$ cat src/verilog/misc_ctrl_params.svh
// Offsets, field positions, reset values and timing counts of the control block.
// Assumes inclusion by bare name from the package and the design module.
`ifndef MISC_CTRL_PARAMS_SVH
`define MISC_CTRL_PARAMS_SVH

// Register indices; byte address is four times the index
`define IDX_WD_TRIM       8'hF7
`define IDX_MISC_CTRL     8'hF8
`define IDX_OPTION_VIEW   8'hF9
`define IDX_STATUS_VIEW   8'hFA

// Watchdog and trim register fields
`define WDEN_HI           7
`define WDEN_LO           6
`define TRIM_HI           4
`define TRIM_LO           0
`define WDEN_RST          2'h0

// Misc control register fields
`define BIT_WD_CLR        7
`define BIT_T3_CLR        6
`define BIT_TOUCH_START   5
`define BIT_ADC_START     4
`define BIT_PWM0_HOLD     3
`define BIT_PTR_SEL       0
`define MISC_RST          8'h00

// Option byte (upper) fields
`define OPT_CODE_LOCK     7
`define OPT_XRST          6
`define OPT_BOR_HI        5
`define OPT_BOR_LO        4
`define OPT_FILT          3
`define OPT_SAVE          2
`define OPT_TBLLOCK       1

// Start-up: cycles the option bytes need through the synchroniser
`define OPT_LOAD_CYCLES   3'h4

// AXI responses
`define RESP_OKAY         2'h0
`define RESP_DECERR       2'h3

`endif

$ cat src/verilog/misc_ctrl_pkg.sv
// Types shared by the control block.
// Assumes the params header sits beside it.
`include "misc_ctrl_params.svh"
package misc_ctrl_pkg;
  // Start-up sequencer states
  typedef enum logic [1:0] {
    ST_LOAD = 2'b00,
    ST_RUN  = 2'b01
  } boot_state_t;
  // Decoded brownout setting
  typedef enum logic [1:0] {
    BOR_29     = 2'b00,
    BOR_23     = 2'b01,
    BOR_OFF    = 2'b10,
    BOR_18_DET = 2'b11
  } bor_sel_t;
endpackage

$ cat src/verilog/misc_ctrl.sv
// Miscellaneous control registers and start-up option latches of a small micro.
// Assumes an AXI4-Lite master on aclk, option bytes and reset pin from outside.
// Operation
// - Watchdog reset enable sits in bits 7..6; upper bit zero keeps watchdog reset off.
// - Field value 10 allows watchdog reset in fast or slow mode, not in idle or stop.
// - A five-bit fast oscillator trim in bits 4..0, seeded from option byte 1FFEh.
// - Writing one to bit 7 restarts the watchdog and the bit clears the next cycle.
// - Writing one to bit 6 clears timer3 and the bit clears the next cycle.
// - Touch start launches a conversion, cleared by done or by software writing zero.
// - ADC start in bit 4 launches a conversion, cleared by done or by writing zero.
// - PWM0 hold in bit 3 clears and holds the PWM counter while one.
// - Option bit 7 of 1FFFh enables code protection when one.
// - Option bit 6 enables the external reset pin; when zero the pin does nothing (the status view still shows the pin in bit 1).
// - Option bits 5..4 pick brownout reset level and detect as encoded.
// - Option bit 2 enables power saving when one.
// - Option bit 1 restricts table reads and external moves into the locked area.
//
// Our own choice: the AXI4-Lite register port.
`include "misc_ctrl_params.svh"

module misc_ctrl
  import misc_ctrl_pkg::*;
(
  input  wire logic        aclk,                // System clock
  input  wire logic        aresetn,             // Sync reset, active low
  input  wire logic [11:0] s_axi_awaddr,        // Write address
  input  wire logic        s_axi_awvalid,       // Write address valid
  output logic             s_axi_awready,       // Write address ready
  input  wire logic [31:0] s_axi_wdata,         // Write data
  input  wire logic [3:0]  s_axi_wstrb,         // Write strobes
  input  wire logic        s_axi_wvalid,        // Write data valid
  output logic             s_axi_wready,        // Write data ready
  output logic [1:0]       s_axi_bresp,         // Write response
  output logic             s_axi_bvalid,        // Write response valid
  input  wire logic        s_axi_bready,        // Write response ready
  input  wire logic [11:0] s_axi_araddr,        // Read address
  input  wire logic        s_axi_arvalid,       // Read address valid
  output logic             s_axi_arready,       // Read address ready
  output logic [31:0]      s_axi_rdata,         // Read data
  output logic [1:0]       s_axi_rresp,         // Read response
  output logic             s_axi_rvalid,        // Read data valid
  input  wire logic        s_axi_rready,        // Read data ready
  input  wire logic [7:0]  option_trim_byte,    // Flash byte 1FFEh
  input  wire logic [7:0]  option_cfg_byte,     // Flash byte 1FFFh
  input  wire logic        ext_reset_pin_n,     // External reset pin, active low
  input  wire logic        low_power_mode,      // Core in idle or stop
  input  wire logic        watchdog_overflow,   // Watchdog expired pulse
  input  wire logic        touch_done,          // Touch conversion finished
  input  wire logic        adc_done,            // ADC conversion finished
  output logic             core_run,            // Core may execute
  output logic             watchdog_reset_req,  // Reset from watchdog
  output logic             ext_reset_req,       // Reset from pin
  output logic [4:0]       fast_osc_trim,       // Oscillator trim
  output logic             watchdog_clear,      // Watchdog restart pulse
  output logic             timer3_clear,        // Timer3 clear pulse
  output logic             touch_convert_start, // Touch conversion running
  output logic             adc_convert_start,   // ADC conversion running
  output logic             first_pwm_clear_hold,// PWM0 held in clear
  output logic             pointer_select,      // Active data pointer
  output logic             code_read_lock,      // Code protection on
  output logic             brownout_reset_en,   // Brownout reset on
  output logic [1:0]       brownout_reset_level,// 0 2.9V, 1 2.3V, 3 1.8V
  output logic             brownout_detect_en,  // Detect at 2.3V on
  output logic             supply_noise_filter, // Supply filter on
  output logic             power_saving_enable, // Power saving on
  output logic             table_read_lock      // Locked area restricted
);

  // ****************************************
  // Start-up option loading
  // ****************************************

  logic [7:0]  opt_trim_s1_r;
  logic [7:0]  opt_trim_s2_r;
  logic [7:0]  opt_cfg_s1_r;
  logic [7:0]  opt_cfg_s2_r;
  logic [7:0]  opt_cfg_r;
  logic [2:0]  load_cnt_r;
  boot_state_t boot_r;
  logic        rst_s1_r;
  logic        rst_s2_r;

  // Two-stage synchronisers; flash bytes and pin are foreign to aclk
  always_ff @(posedge aclk) begin
    if (!aresetn) begin
      opt_trim_s1_r <= 8'h00;
      opt_trim_s2_r <= 8'h00;
      opt_cfg_s1_r  <= 8'h00;
      opt_cfg_s2_r  <= 8'h00;
      rst_s1_r      <= 1'b1;
      rst_s2_r      <= 1'b1;
    end else begin
      opt_trim_s1_r <= option_trim_byte;
      opt_trim_s2_r <= opt_trim_s1_r;
      opt_cfg_s1_r  <= option_cfg_byte;
      opt_cfg_s2_r  <= opt_cfg_s1_r;
      rst_s1_r      <= ext_reset_pin_n;
      rst_s2_r      <= rst_s1_r;
    end
  end

  // Hold the core until the synchronised bytes are settled, then latch once
  always_ff @(posedge aclk) begin
    if (!aresetn) begin
      boot_r     <= ST_LOAD;
      load_cnt_r <= 3'h0;
      opt_cfg_r  <= 8'h00;
      core_run   <= 1'b0;
    end else begin
      case (boot_r)
        ST_LOAD: begin
          load_cnt_r <= load_cnt_r + 3'h1;
          if (load_cnt_r == `OPT_LOAD_CYCLES) begin
            opt_cfg_r <= opt_cfg_s2_r;
            boot_r    <= ST_RUN;
            core_run  <= 1'b1;
          end
        end
        ST_RUN: begin
          boot_r <= ST_RUN;
        end
        default: begin
          boot_r <= ST_LOAD;
        end
      endcase
    end
  end

  // Option-driven outputs, each from a flop
  always_ff @(posedge aclk) begin
    if (!aresetn) begin
      code_read_lock       <= 1'b0;
      brownout_reset_en    <= 1'b0;
      brownout_reset_level <= 2'h0;
      brownout_detect_en   <= 1'b0;
      supply_noise_filter  <= 1'b0;
      power_saving_enable  <= 1'b0;
      table_read_lock      <= 1'b0;
      ext_reset_req        <= 1'b0;
    end else begin
      code_read_lock      <= opt_cfg_r[`OPT_CODE_LOCK];
      supply_noise_filter <= opt_cfg_r[`OPT_FILT];
      power_saving_enable <= opt_cfg_r[`OPT_SAVE];
      table_read_lock     <= opt_cfg_r[`OPT_TBLLOCK];
      ext_reset_req       <= opt_cfg_r[`OPT_XRST] & ~rst_s2_r;
      case (bor_sel_t'(opt_cfg_r[`OPT_BOR_HI:`OPT_BOR_LO]))
        BOR_29: begin
          brownout_reset_en <= 1'b1; brownout_reset_level <= 2'h0; brownout_detect_en <= 1'b0;
        end
        BOR_23: begin
          brownout_reset_en <= 1'b1; brownout_reset_level <= 2'h1; brownout_detect_en <= 1'b0;
        end
        BOR_OFF: begin
          brownout_reset_en <= 1'b0; brownout_reset_level <= 2'h0; brownout_detect_en <= 1'b1;
        end
        default: begin
          brownout_reset_en <= 1'b1; brownout_reset_level <= 2'h3; brownout_detect_en <= 1'b1;
        end
      endcase
    end
  end

  // ****************************************
  // AXI4-Lite slave
  // ****************************************

  logic [11:0] aw_addr_r;
  logic        aw_held_r;
  logic [31:0] w_data_r;
  logic        w_strb0_r;
  logic        w_held_r;
  logic        wr_fire;
  logic [9:0]  wr_idx;
  logic [9:0]  rd_idx;
  logic        wr_byte0;

  // One write at a time: take each channel once, answer after both
  always_ff @(posedge aclk) begin
    if (!aresetn) begin
      aw_held_r     <= 1'b0;
      w_held_r      <= 1'b0;
      aw_addr_r     <= 12'h000;
      w_data_r      <= 32'h0000_0000;
      w_strb0_r     <= 1'b0;
      s_axi_awready <= 1'b0;
      s_axi_wready  <= 1'b0;
      s_axi_bvalid  <= 1'b0;
      s_axi_bresp   <= `RESP_OKAY;
    end else begin
      s_axi_awready <= ~aw_held_r & ~s_axi_awready & ~s_axi_bvalid & s_axi_awvalid;
      s_axi_wready  <= ~w_held_r & ~s_axi_wready & ~s_axi_bvalid & s_axi_wvalid;
      if (s_axi_awvalid && s_axi_awready) begin
        aw_held_r <= 1'b1;
        aw_addr_r <= s_axi_awaddr;
      end
      if (s_axi_wvalid && s_axi_wready) begin
        w_held_r  <= 1'b1;
        w_data_r  <= s_axi_wdata;
        w_strb0_r <= s_axi_wstrb[0];
      end
      if (wr_fire) begin
        aw_held_r    <= 1'b0;
        w_held_r     <= 1'b0;
        s_axi_bvalid <= 1'b1;
        s_axi_bresp  <= (wr_idx >= {2'h0, `IDX_WD_TRIM} && wr_idx <= {2'h0, `IDX_STATUS_VIEW}
                         && aw_addr_r[1:0] == 2'h0) ? `RESP_OKAY : `RESP_DECERR;
      end else if (s_axi_bvalid && s_axi_bready) begin
        s_axi_bvalid <= 1'b0;
      end
    end
  end

  assign wr_fire  = aw_held_r & w_held_r & ~s_axi_bvalid;
  assign wr_idx   = aw_addr_r[11:2];
  assign rd_idx   = s_axi_araddr[11:2];
  // Only byte lane 0 carries the 8-bit registers; views are read-only
  assign wr_byte0 = wr_fire & w_strb0_r & (aw_addr_r[1:0] == 2'h0);

  // ****************************************
  // Control registers
  // ****************************************

  logic [1:0] wd_en_r;
  logic [4:0] trim_r;
  logic       trim_seed_r;
  logic       wr_trim;
  logic       wr_misc;

  assign wr_trim = wr_byte0 & (wr_idx == {2'h0, `IDX_WD_TRIM});
  assign wr_misc = wr_byte0 & (wr_idx == {2'h0, `IDX_MISC_CTRL});

  // Watchdog enable and trim; trim seeded once from the option byte
  always_ff @(posedge aclk) begin
    if (!aresetn) begin
      wd_en_r     <= `WDEN_RST;
      trim_r      <= 5'h00;
      trim_seed_r <= 1'b0;
    end else begin
      if (boot_r == ST_LOAD && load_cnt_r == `OPT_LOAD_CYCLES) begin
        trim_r      <= opt_trim_s2_r[`TRIM_HI:`TRIM_LO];
        trim_seed_r <= 1'b1;
      end else if (wr_trim) begin
        wd_en_r <= w_data_r[`WDEN_HI:`WDEN_LO];
        trim_r <= w_data_r[`TRIM_HI:`TRIM_LO];
      end
    end
  end

  // Watchdog reset gating; 11 treated as enabled in every mode
  always_ff @(posedge aclk) begin
    if (!aresetn) begin
      watchdog_reset_req <= 1'b0;
      fast_osc_trim      <= 5'h00;
    end else begin
      fast_osc_trim      <= trim_r;
      watchdog_reset_req <= watchdog_overflow & wd_en_r[1]
                            & (wd_en_r[0] | ~low_power_mode);
    end
  end

  // Pulse bits clear next cycle; software set beats a done in the same cycle
  always_ff @(posedge aclk) begin
    if (!aresetn) begin
      watchdog_clear       <= 1'b0;
      timer3_clear         <= 1'b0;
      touch_convert_start  <= 1'b0;
      adc_convert_start    <= 1'b0;
      first_pwm_clear_hold <= 1'b0;
      pointer_select       <= 1'b0;
    end else begin
      watchdog_clear <= wr_misc & w_data_r[`BIT_WD_CLR];
      timer3_clear   <= wr_misc & w_data_r[`BIT_T3_CLR];
      if (wr_misc) begin
        touch_convert_start  <= w_data_r[`BIT_TOUCH_START];
        adc_convert_start    <= w_data_r[`BIT_ADC_START];
        first_pwm_clear_hold <= w_data_r[`BIT_PWM0_HOLD];
        pointer_select       <= w_data_r[`BIT_PTR_SEL];
      end
      if (touch_done && !(wr_misc && w_data_r[`BIT_TOUCH_START])) begin
        touch_convert_start <= 1'b0;
      end
      if (adc_done && !(wr_misc && w_data_r[`BIT_ADC_START])) begin
        adc_convert_start <= 1'b0;
      end
    end
  end

  // ****************************************
  // Read path
  // ****************************************

  logic [7:0] rd_byte;
  logic       rd_hit;

  // Read mux; misc view shows live state including pulse bits
  always_comb begin
    rd_byte = 8'h00;
    rd_hit  = 1'b1;
    case (rd_idx)
      {2'h0, `IDX_WD_TRIM}:     rd_byte = {wd_en_r, 1'b0, trim_r};
      {2'h0, `IDX_MISC_CTRL}:   rd_byte = {watchdog_clear, timer3_clear, touch_convert_start,
                                           adc_convert_start, first_pwm_clear_hold, 2'h0,
                                           pointer_select};
      {2'h0, `IDX_OPTION_VIEW}: rd_byte = opt_cfg_r;
      {2'h0, `IDX_STATUS_VIEW}: rd_byte = {5'h00, trim_seed_r, ~rst_s2_r, core_run};
      default:                  rd_hit  = 1'b0;
    endcase
    if (s_axi_araddr[1:0] != 2'h0) begin
      rd_hit = 1'b0;
    end
  end

  // One read at a time; data one cycle after the address is taken
  always_ff @(posedge aclk) begin
    if (!aresetn) begin
      s_axi_arready <= 1'b0;
      s_axi_rvalid  <= 1'b0;
      s_axi_rdata   <= 32'h0000_0000;
      s_axi_rresp   <= `RESP_OKAY;
    end else begin
      s_axi_arready <= ~s_axi_arready & ~s_axi_rvalid & s_axi_arvalid;
      if (s_axi_arvalid && s_axi_arready) begin
        s_axi_rvalid <= 1'b1;
        s_axi_rdata  <= rd_hit ? {24'h000000, rd_byte} : 32'h0000_0000;
        s_axi_rresp  <= rd_hit ? `RESP_OKAY : `RESP_DECERR;
      end else if (s_axi_rvalid && s_axi_rready) begin
        s_axi_rvalid <= 1'b0;
      end
    end
  end

endmodule

$ cat config.mk
export PLATFORM = sky130hd
export DESIGN_NAME = misc_ctrl
export DESIGN_NICKNAME = d
export VERILOG_FILES = /design/src/verilog/misc_ctrl_pkg.sv /design/src/verilog/misc_ctrl.sv
export VERILOG_INCLUDE_DIRS = /design/src /design/src/verilog
export SDC_FILE = /design/constraint.sdc
export NUM_CORES = 1
export LEC_CHECK = 0
export BUFFER_PORTS_ARGS = -buffer_cell sky130_fd_sc_hd__clkbuf_2
export CAP_MARGIN = 20
export CORE_MARGIN = 5
export CORE_UTILIZATION = 40
export DETAILED_ROUTE_END_ITERATION = 8
export PLACE_DENSITY = 0.67
export SKIP_LAST_GASP = 1
export SYNTH_ARGS = -nofsm -noshare
export SYNTH_HDL_FRONTEND = slang
export SYNTH_SLANG_ARGS = --single-unit
$ cat constraint.sdc
create_clock -name aclk -period 1.9 [get_ports aclk]
set_clock_uncertainty 0.05 [all_clocks]
set_input_delay 0.38 -clock aclk [delete_from_list [all_inputs] [get_ports aclk]]
set_output_delay 0.38 -clock aclk [all_outputs]
set_load 0.01 [all_outputs]
==> run metrics, run 1 <==
clock root cell=clkbuf_8; Top FF cell, synth=dfxtp_1; post-cts resize count=0; peak supply drop=roughly 0.47 mV; routed length per instance=between 10 and 15 um; commonest non-fill, non-tap cell in the layout=dfxtp_1; Storage cell area=roughly 2100 sq um; IO Port Bufs=96; ant diodes=0; detailed placement HPWL=6450 um; final number of hold-violating endpoints=0; DRC violations left=0; Post-synth ARST share=0%; Skew-Pair Late Insertion Delay=around 360 ps; max-cap viol count=0; share of layout cells above drive strength 1=between 20% and 30%; Clock H-tree levels=3; critical path arrival=between 2000 and 2500 ps; period utilization=a little over nine tenths; commonest non-fill, non-tap cells in the layout=107 x dfxtp_1, 96 x clkbuf_2, 77 x nand2_1; Worst setup startpoint=aw_addr_r[3]; via count=between 2000 and 3000; clk sinks=around 110; first-pass GRT wire length=between 10000 and 15000 um; setup violators final=0; Tot Pwr=about 4.2 mW; post-synthesis instance area=around 4100 sq um; Final #Nets=607; 1st-pass router iterations=4; die area=between 10000 and 15000 sq um; vias in the first global route=~3000; Avg Inst Size Synth=9.58 sq um; post-DR vias/cell=4.54; I/O pin count=151; largest net degree at the start of global routing=between 50 and 60; Starting Density=between 40% and 50%; CP endpoint=touch_convert_start; Post-synth EDFFs=0; kind of critical path=flip-flop to flip-flop; footprint of the multi-input gates=1720 sq um; Worst-path clk slew=around 100 ps; biggest area consumer among synthesized cells=dfxtp_1; DIE WIDTH=approximately 110 um; Area growth, synth to finish=18.9%; CTS buffer count=9; Setup Buffers After CTS=0; reg2reg end=touch_convert_start; site row count=36; Filler cells=between 900 and 1000; Setup crit end kind=flip-flop; Reg-to-Reg Start=aw_addr_r[3]; total wire length=about 8400 um; flops & latches, synth=about 110; status=complete, no violations; Hold/Removal Path Class=input pin to flip-flop; fin. max-slew vios=0; initial antenna violation count=0; Synth cell types=45; TNS Setup=0 ps; FF-to-FF path depth=4; CP Cell Sequence=or4b_1 > or4_1 > mux2i_1 > nor2b_1; crit path time final=around 1800 ps; RSZ-0062 raised after global routing=false; Critical Path Fanout Max=5; core area=approximately 10000 sq um; GRT Total Usage=13.7%; Clock Path Buffers=2; GP Congestion=0.840; top-area cell type share of the netlist area=approximately 53%; Critical Path RT=2110 ps; total power divided by cell area=about 870 nW/um^2; crit-path max cell delay=570 ps; CTS tree=done; DRT iter0 DRCs=82; Die H=around 110 um; hold buffers post-CTS=0; R2R setup slack=between 60 and 70 ps; ranking of synthesized cells by area=dfxtp_1 53%, nand2_1 7.1%, and2_1 6.8%; cell count after synthesis=~430; total global routing overflow=0; post-synthesis sequential area ratio=a little over half; Final ANT Viol Nets=0; Yosys warning count=0; Crit-path slowest cell=or4_1; fmax=roughly 550 MHz; crit start category=flip-flop; Leak=about 2.1 nW
routing by layer:
metal	global-route usage, %	vias to the layer above	part of all wire, %
li1	-	1543	-
met4	2.46	0	0.49
met1	18.1	1326	47
met5	0	-	0
met3	5.35	5	7.4
met2	21.6	98	45
cells in the mapped netlist (2+ instances only):
cell / instances
a21boi_0: 33
a21oi_1: 12
a22oi_1: 4
and2_1: 44
and3_1: 4
buf_4: 26
clkbuf_1: 19
dfxtp_1: 107
ha_1: 2
inv_1: 5
mux2_2: 6
mux2i_1: 12
nand2_1: 77
nand2b_1: 9
nand3_1: 2
nand3b_1: 5
nand4_1: 3
nand4b_1: 2
nand4bb_1: 2
nor2b_1: 9
nor3_1: 3
nor4b_1: 2
o21ai_0: 12
o21ai_1: 3
xnor2_1: 2
sequential cells by signal, summed over array words and instances, names as in the netlist, 2 cells and up:
signal and cells:
w_data_r 8, load_cnt_r 3, wd_en_r 2, opt_cfg_s2_r 8
opt_cfg_r 8, opt_trim_s1_r 5, opt_trim_s2_r 5, s_axi_rdata 8
trim_r 5, aw_addr_r 12, fast_osc_trim 5, opt_cfg_s1_r 8
brownout_reset_level 2
power by group:
part	switching [mW]	total [mW]	internal, mW
Clock	0.786	1.56	0.770
Combinational	0.161	0.304	0.143
Sequential	0.0452	2.36	2.32
layout make-up:
class,instances,share of cell area [%]
Clock inverter,7,2.22
Multi-Input combinational cell,289,35.6
Inverter,5,0.388
Tap cell,133,3.44
Clock buffer,9,2.56
Sequential cell,107,44.2
Timing Repair Buffer,105,11.6
worst min path at each step:
stage                     slack, ps            endpoint  cells after the start            from
final                           140  watchdog_reset_req                      2  low_power_mode
after CTS                       120  watchdog_reset_req                      2  low_power_mode
after detailed placement        370            rst_s2_r                      1        rst_s1_r
after global placement          350            rst_s2_r                      1        rst_s1_r
after floorplan                 340            rst_s2_r                      1        rst_s1_r
after global routing            120  watchdog_reset_req                      2  low_power_mode
critical path, delay by kind of cell (launching register included):
family | cells | cell delay, ps
DFF | 1 | 350
muxes | 1 | 210
and+or+nand+nor | 3 | 1130
metrics by stage:
step	area, sq um	hold slack, ps	cells	utilization (%)	worst slack, ps
floorplan	4160	336	448	-	201
global placement	4610	353	639	46.7	122
detailed placement	4610	368	639	46.7	94.6
CTS	4840	123	655	49.1	64.9
global route	4840	120	655	49.1	6.04
finish	4840	137	655	49.1	66.4
logic make-up after synthesis:
kind of cell / after synthesis / synth area share (%)
AND/OR/NAND/NOR: 173 / 23.0
flip-flops: 107 / 52.6
AO/OA/AOI/OAI: 70 / 11.4
buffers and inverters: 52 / 7.22
multiplexers: 18 / 4.61
adder cells (fa/ha/maj): 2 / 0.614
XOR/XNOR: 2 / 0.430
other: 1 / 0.0921
(Power assumes the default switching activity.)
==> inputs of run 2 (changes only) <==
--- a/config.mk
+++ b/config.mk
@@ -10,8 +10,9 @@
 export CAP_MARGIN = 20
 export CORE_MARGIN = 5
 export CORE_UTILIZATION = 40
+export CTS_CLUSTER_SIZE = 25
 export DETAILED_ROUTE_END_ITERATION = 8
-export PLACE_DENSITY = 0.67
+export PLACE_DENSITY = 0.7
 export SKIP_LAST_GASP = 1
 export SYNTH_ARGS = -nofsm -noshare
 export SYNTH_HDL_FRONTEND = slang
==> constraint.sdc (replaced) <==
create_clock -name aclk -period 1.6 [get_ports aclk]
set_clock_uncertainty 0.05 [all_clocks]
set_input_delay 0.32 -clock aclk [delete_from_list [all_inputs] [get_ports aclk]]
set_output_delay 0.32 -clock aclk [all_outputs]
set_load 0.01 [all_outputs]
==> run 2 against run 1 <==
Net effect: the flow now finishes with violations (negative setup slack); die area unchanged; critical path depth stayed put; design area is 2.9% higher; count of clock-buffer cells in the layout rose by 1; non-clock buffer count is 16 higher; clock power grew 8%; combinational power is 25% higher; via count grew 4.8%; wire length grew 5.1%; flip-flop and latch count is the same.
==> run metrics, run 2 (same netlist as run 1, synthesis figures left out) <==
status=finished with violations (was complete, no violations); violated checks=negative setup slack; Starting Density=41.3% (unchanged); switching share of power=23.8% (was 23.5%); Comb pwr share=7.8% (was 7.2%); total wire length=8810 um (was 8380 um); DIE WIDTH=111 um (unchanged); via count=3116 (was 2972); CTS buffer count=9 (unchanged); fin cells=671 (was 655); share of layout cells above drive strength 1=29.0% (was 24.9%); net switching power figure=1.16 mW (was 0.993 mW); Final #Nets=623 (was 607); Filler cells=958 (was 951); peak supply drop=0.511 mV (was 0.475 mV); initial antenna violation count=0 (unchanged); routed length per instance=13.1 um (was 12.8 um); Clock Power Share=34.7% (was 36.8%); Clock H-tree levels=3 (unchanged); Largest register FFs=12 (unchanged); Final WS setup=-114 ps (was 66.4 ps); post-DR vias/cell=4.64 (was 4.54); critical path arrival=1960 ps (was 2040 ps); Placement Cell Area=4710 sq um (was 4610 sq um); clk sinks=107 (unchanged); reg2reg end=pointer_select (was touch_convert_start); Area growth, synth to finish=22.4% (was 18.9%); Worst setup startpoint=aw_addr_r[2] (was aw_addr_r[3]); DP Cell Count=654 (was 639); die area=12300 sq um (unchanged); fin. max-slew vios=0 (unchanged); Die H=111 um (unchanged); period utilization=107% (was 96.5%); hold buffers post-CTS=0 (unchanged); core area=9860 sq um (unchanged); utilization after layout=50.5% (was 49.1%); setup violators final=4 (was 0); largest net degree at the start of global routing=32 (was 53); internal power=3.72 mW (was 3.23 mW); total power divided by cell area=979 nW/um^2 (was 873 nW/um^2); pre-CTS setup slack=-179 ps (was 94.6 ps); GRT Total Usage=14.5% (was 13.7%); crit start category=flip-flop (unchanged); Hold/Removal Path Class=input pin to flip-flop (unchanged); 1st-pass router iterations=4 (unchanged); detailed placement HPWL=6840 um (was 6450 um); Clock Path Buffers=2 (unchanged); total global routing overflow=0 (unchanged); I/O pin count=151 (unchanged); Setup crit end kind=flip-flop (unchanged); commonest non-fill, non-tap cell in the layout=dfxtp_1 (unchanged); max-cap viol count=0 (unchanged); sequential share of power=57.6% (was 56.0%); commonest non-fill, non-tap cells in the layout=102 x dfxtp_1, 96 x clkbuf_2, 76 x nand2_1 (was 107 x dfxtp_1, 96 x clkbuf_2, 77 x nand2_1); Worst-path clk slew=100 ps (about the same); RSZ-0062 raised after global routing=true (was false); Critical Path Fanout Max=4 (was 5); IO Port Bufs=96 (unchanged); GP Congestion=0.866 (was 0.840); Finished Cell Area=4980 sq um (was 4840 sq um); R2R setup slack=-110 ps (was 70 ps); Reg-to-Reg Start=aw_addr_r[2] (was aw_addr_r[3]); Biggest register=aw_addr_r (unchanged); CTS tree=done (unchanged); fmax=583 MHz (was 545 MHz); DRC violations left=0 (unchanged); DRT iter0 DRCs=110 (was 82); site row count=36 (unchanged); CP endpoint=pointer_select (was touch_convert_start); kind of critical path=flip-flop to flip-flop (unchanged); ant diodes=0 (unchanged); Leak=2.14 nW (was 2.07 nW); Critical Path RT=1840 ps (was 2110 ps); vias in the first global route=3108 (was 2946); crit path time final=1710 ps (was 1830 ps); first-pass GRT wire length=14800 um (was 14000 um); FF-to-FF path depth=4 (unchanged); Skew-Pair Late Insertion Delay=360 ps (about the same); final number of hold-violating endpoints=0 (unchanged); Final ANT Viol Nets=0 (unchanged); clock root cell=clkbuf_8 (unchanged)
## run 2: cell types whose count changed in the layout (fill, tap and decap cells not counted), moves of 2 or more
cell,change
buf_4,+16
dfxtp_1,-5
dfxtp_2,+5
inv_6,+3
inv_8,-3
nand4bb_1,-2
nand4bb_4,+2
## run 2: worst min path at each step
stage              startpoint                  to  slack (ps)  depth (start not counted)
2_1_floorplan        rst_s1_r            rst_s2_r         340                          1
3_3_place_gp         rst_s1_r            rst_s2_r         350                          1
3_5_place_dp         rst_s1_r            rst_s2_r         360                          1
4_1_cts        low_power_mode  watchdog_reset_req          50                          2
5_1_grt        low_power_mode  watchdog_reset_req          50                          2
6_report       low_power_mode  watchdog_reset_req          70                          2
## run 2: metrics by stage
step	hold WS (ps)	power [mW]	setup TNS [ps]
2_1_floorplan	336	3.12	-395
4_1_cts	52.6	4.92	-393
3_3_place_gp	347	3.23	-844
6_report	67.8	4.88	-359
5_1_grt	46.4	5.12	-1000
3_5_place_dp	357	3.24	-797
## run 2: layout make-up
cell class / instances / area, sq um / area share [%]
clock buffer: 10 / 138 / 2.76
clock inverter: 6 / 70.1 / 1.41
inverter: 5 / 18.8 / 0.377
multi-input combinational: 289 / 1770 / 35.5
sequential: 107 / 2150 / 43.1
tap: 133 / 166 / 3.34
timing repair buffer: 121 / 672 / 13.5
## run 2: critical path, stage by stage (launching register included)
cell and delay [ps]:
dfxtp_1 320, or4b_1 500, or4_4 480, mux2i_1 150
nor2b_1 140
## run 2: power groups by stage
stage          clock (mW)  sequential [mW]  combinational (mW)
2_1_floorplan           0             2.86               0.261
3_3_place_gp            0             2.87               0.365
3_5_place_dp            0             2.87               0.376
4_1_cts              1.73             2.81               0.379
5_1_grt              1.87             2.82               0.430
6_report             1.69             2.81               0.379
## run 2: per-layer routing
| metal | vias to the layer above | routed length [um] | GRT usage (%) |
|---|---|---|---|
| li1 | 1572 | - | - |
| met1 | 1425 | 3920 | 18.6 |
| met3 | 11 | 644 | 4.86 |
| met4 | 0 | 94 | 3.61 |
| met2 | 108 | 4160 | 23.6 |
| met5 | - | 0 | 0 |
## run 2: timing repair
item                                    CTS  global route
setup buffers                             0             1
endpoints found under the setup margin   12            12
pin swaps                                 5             5
gates resized for setup                   8             5
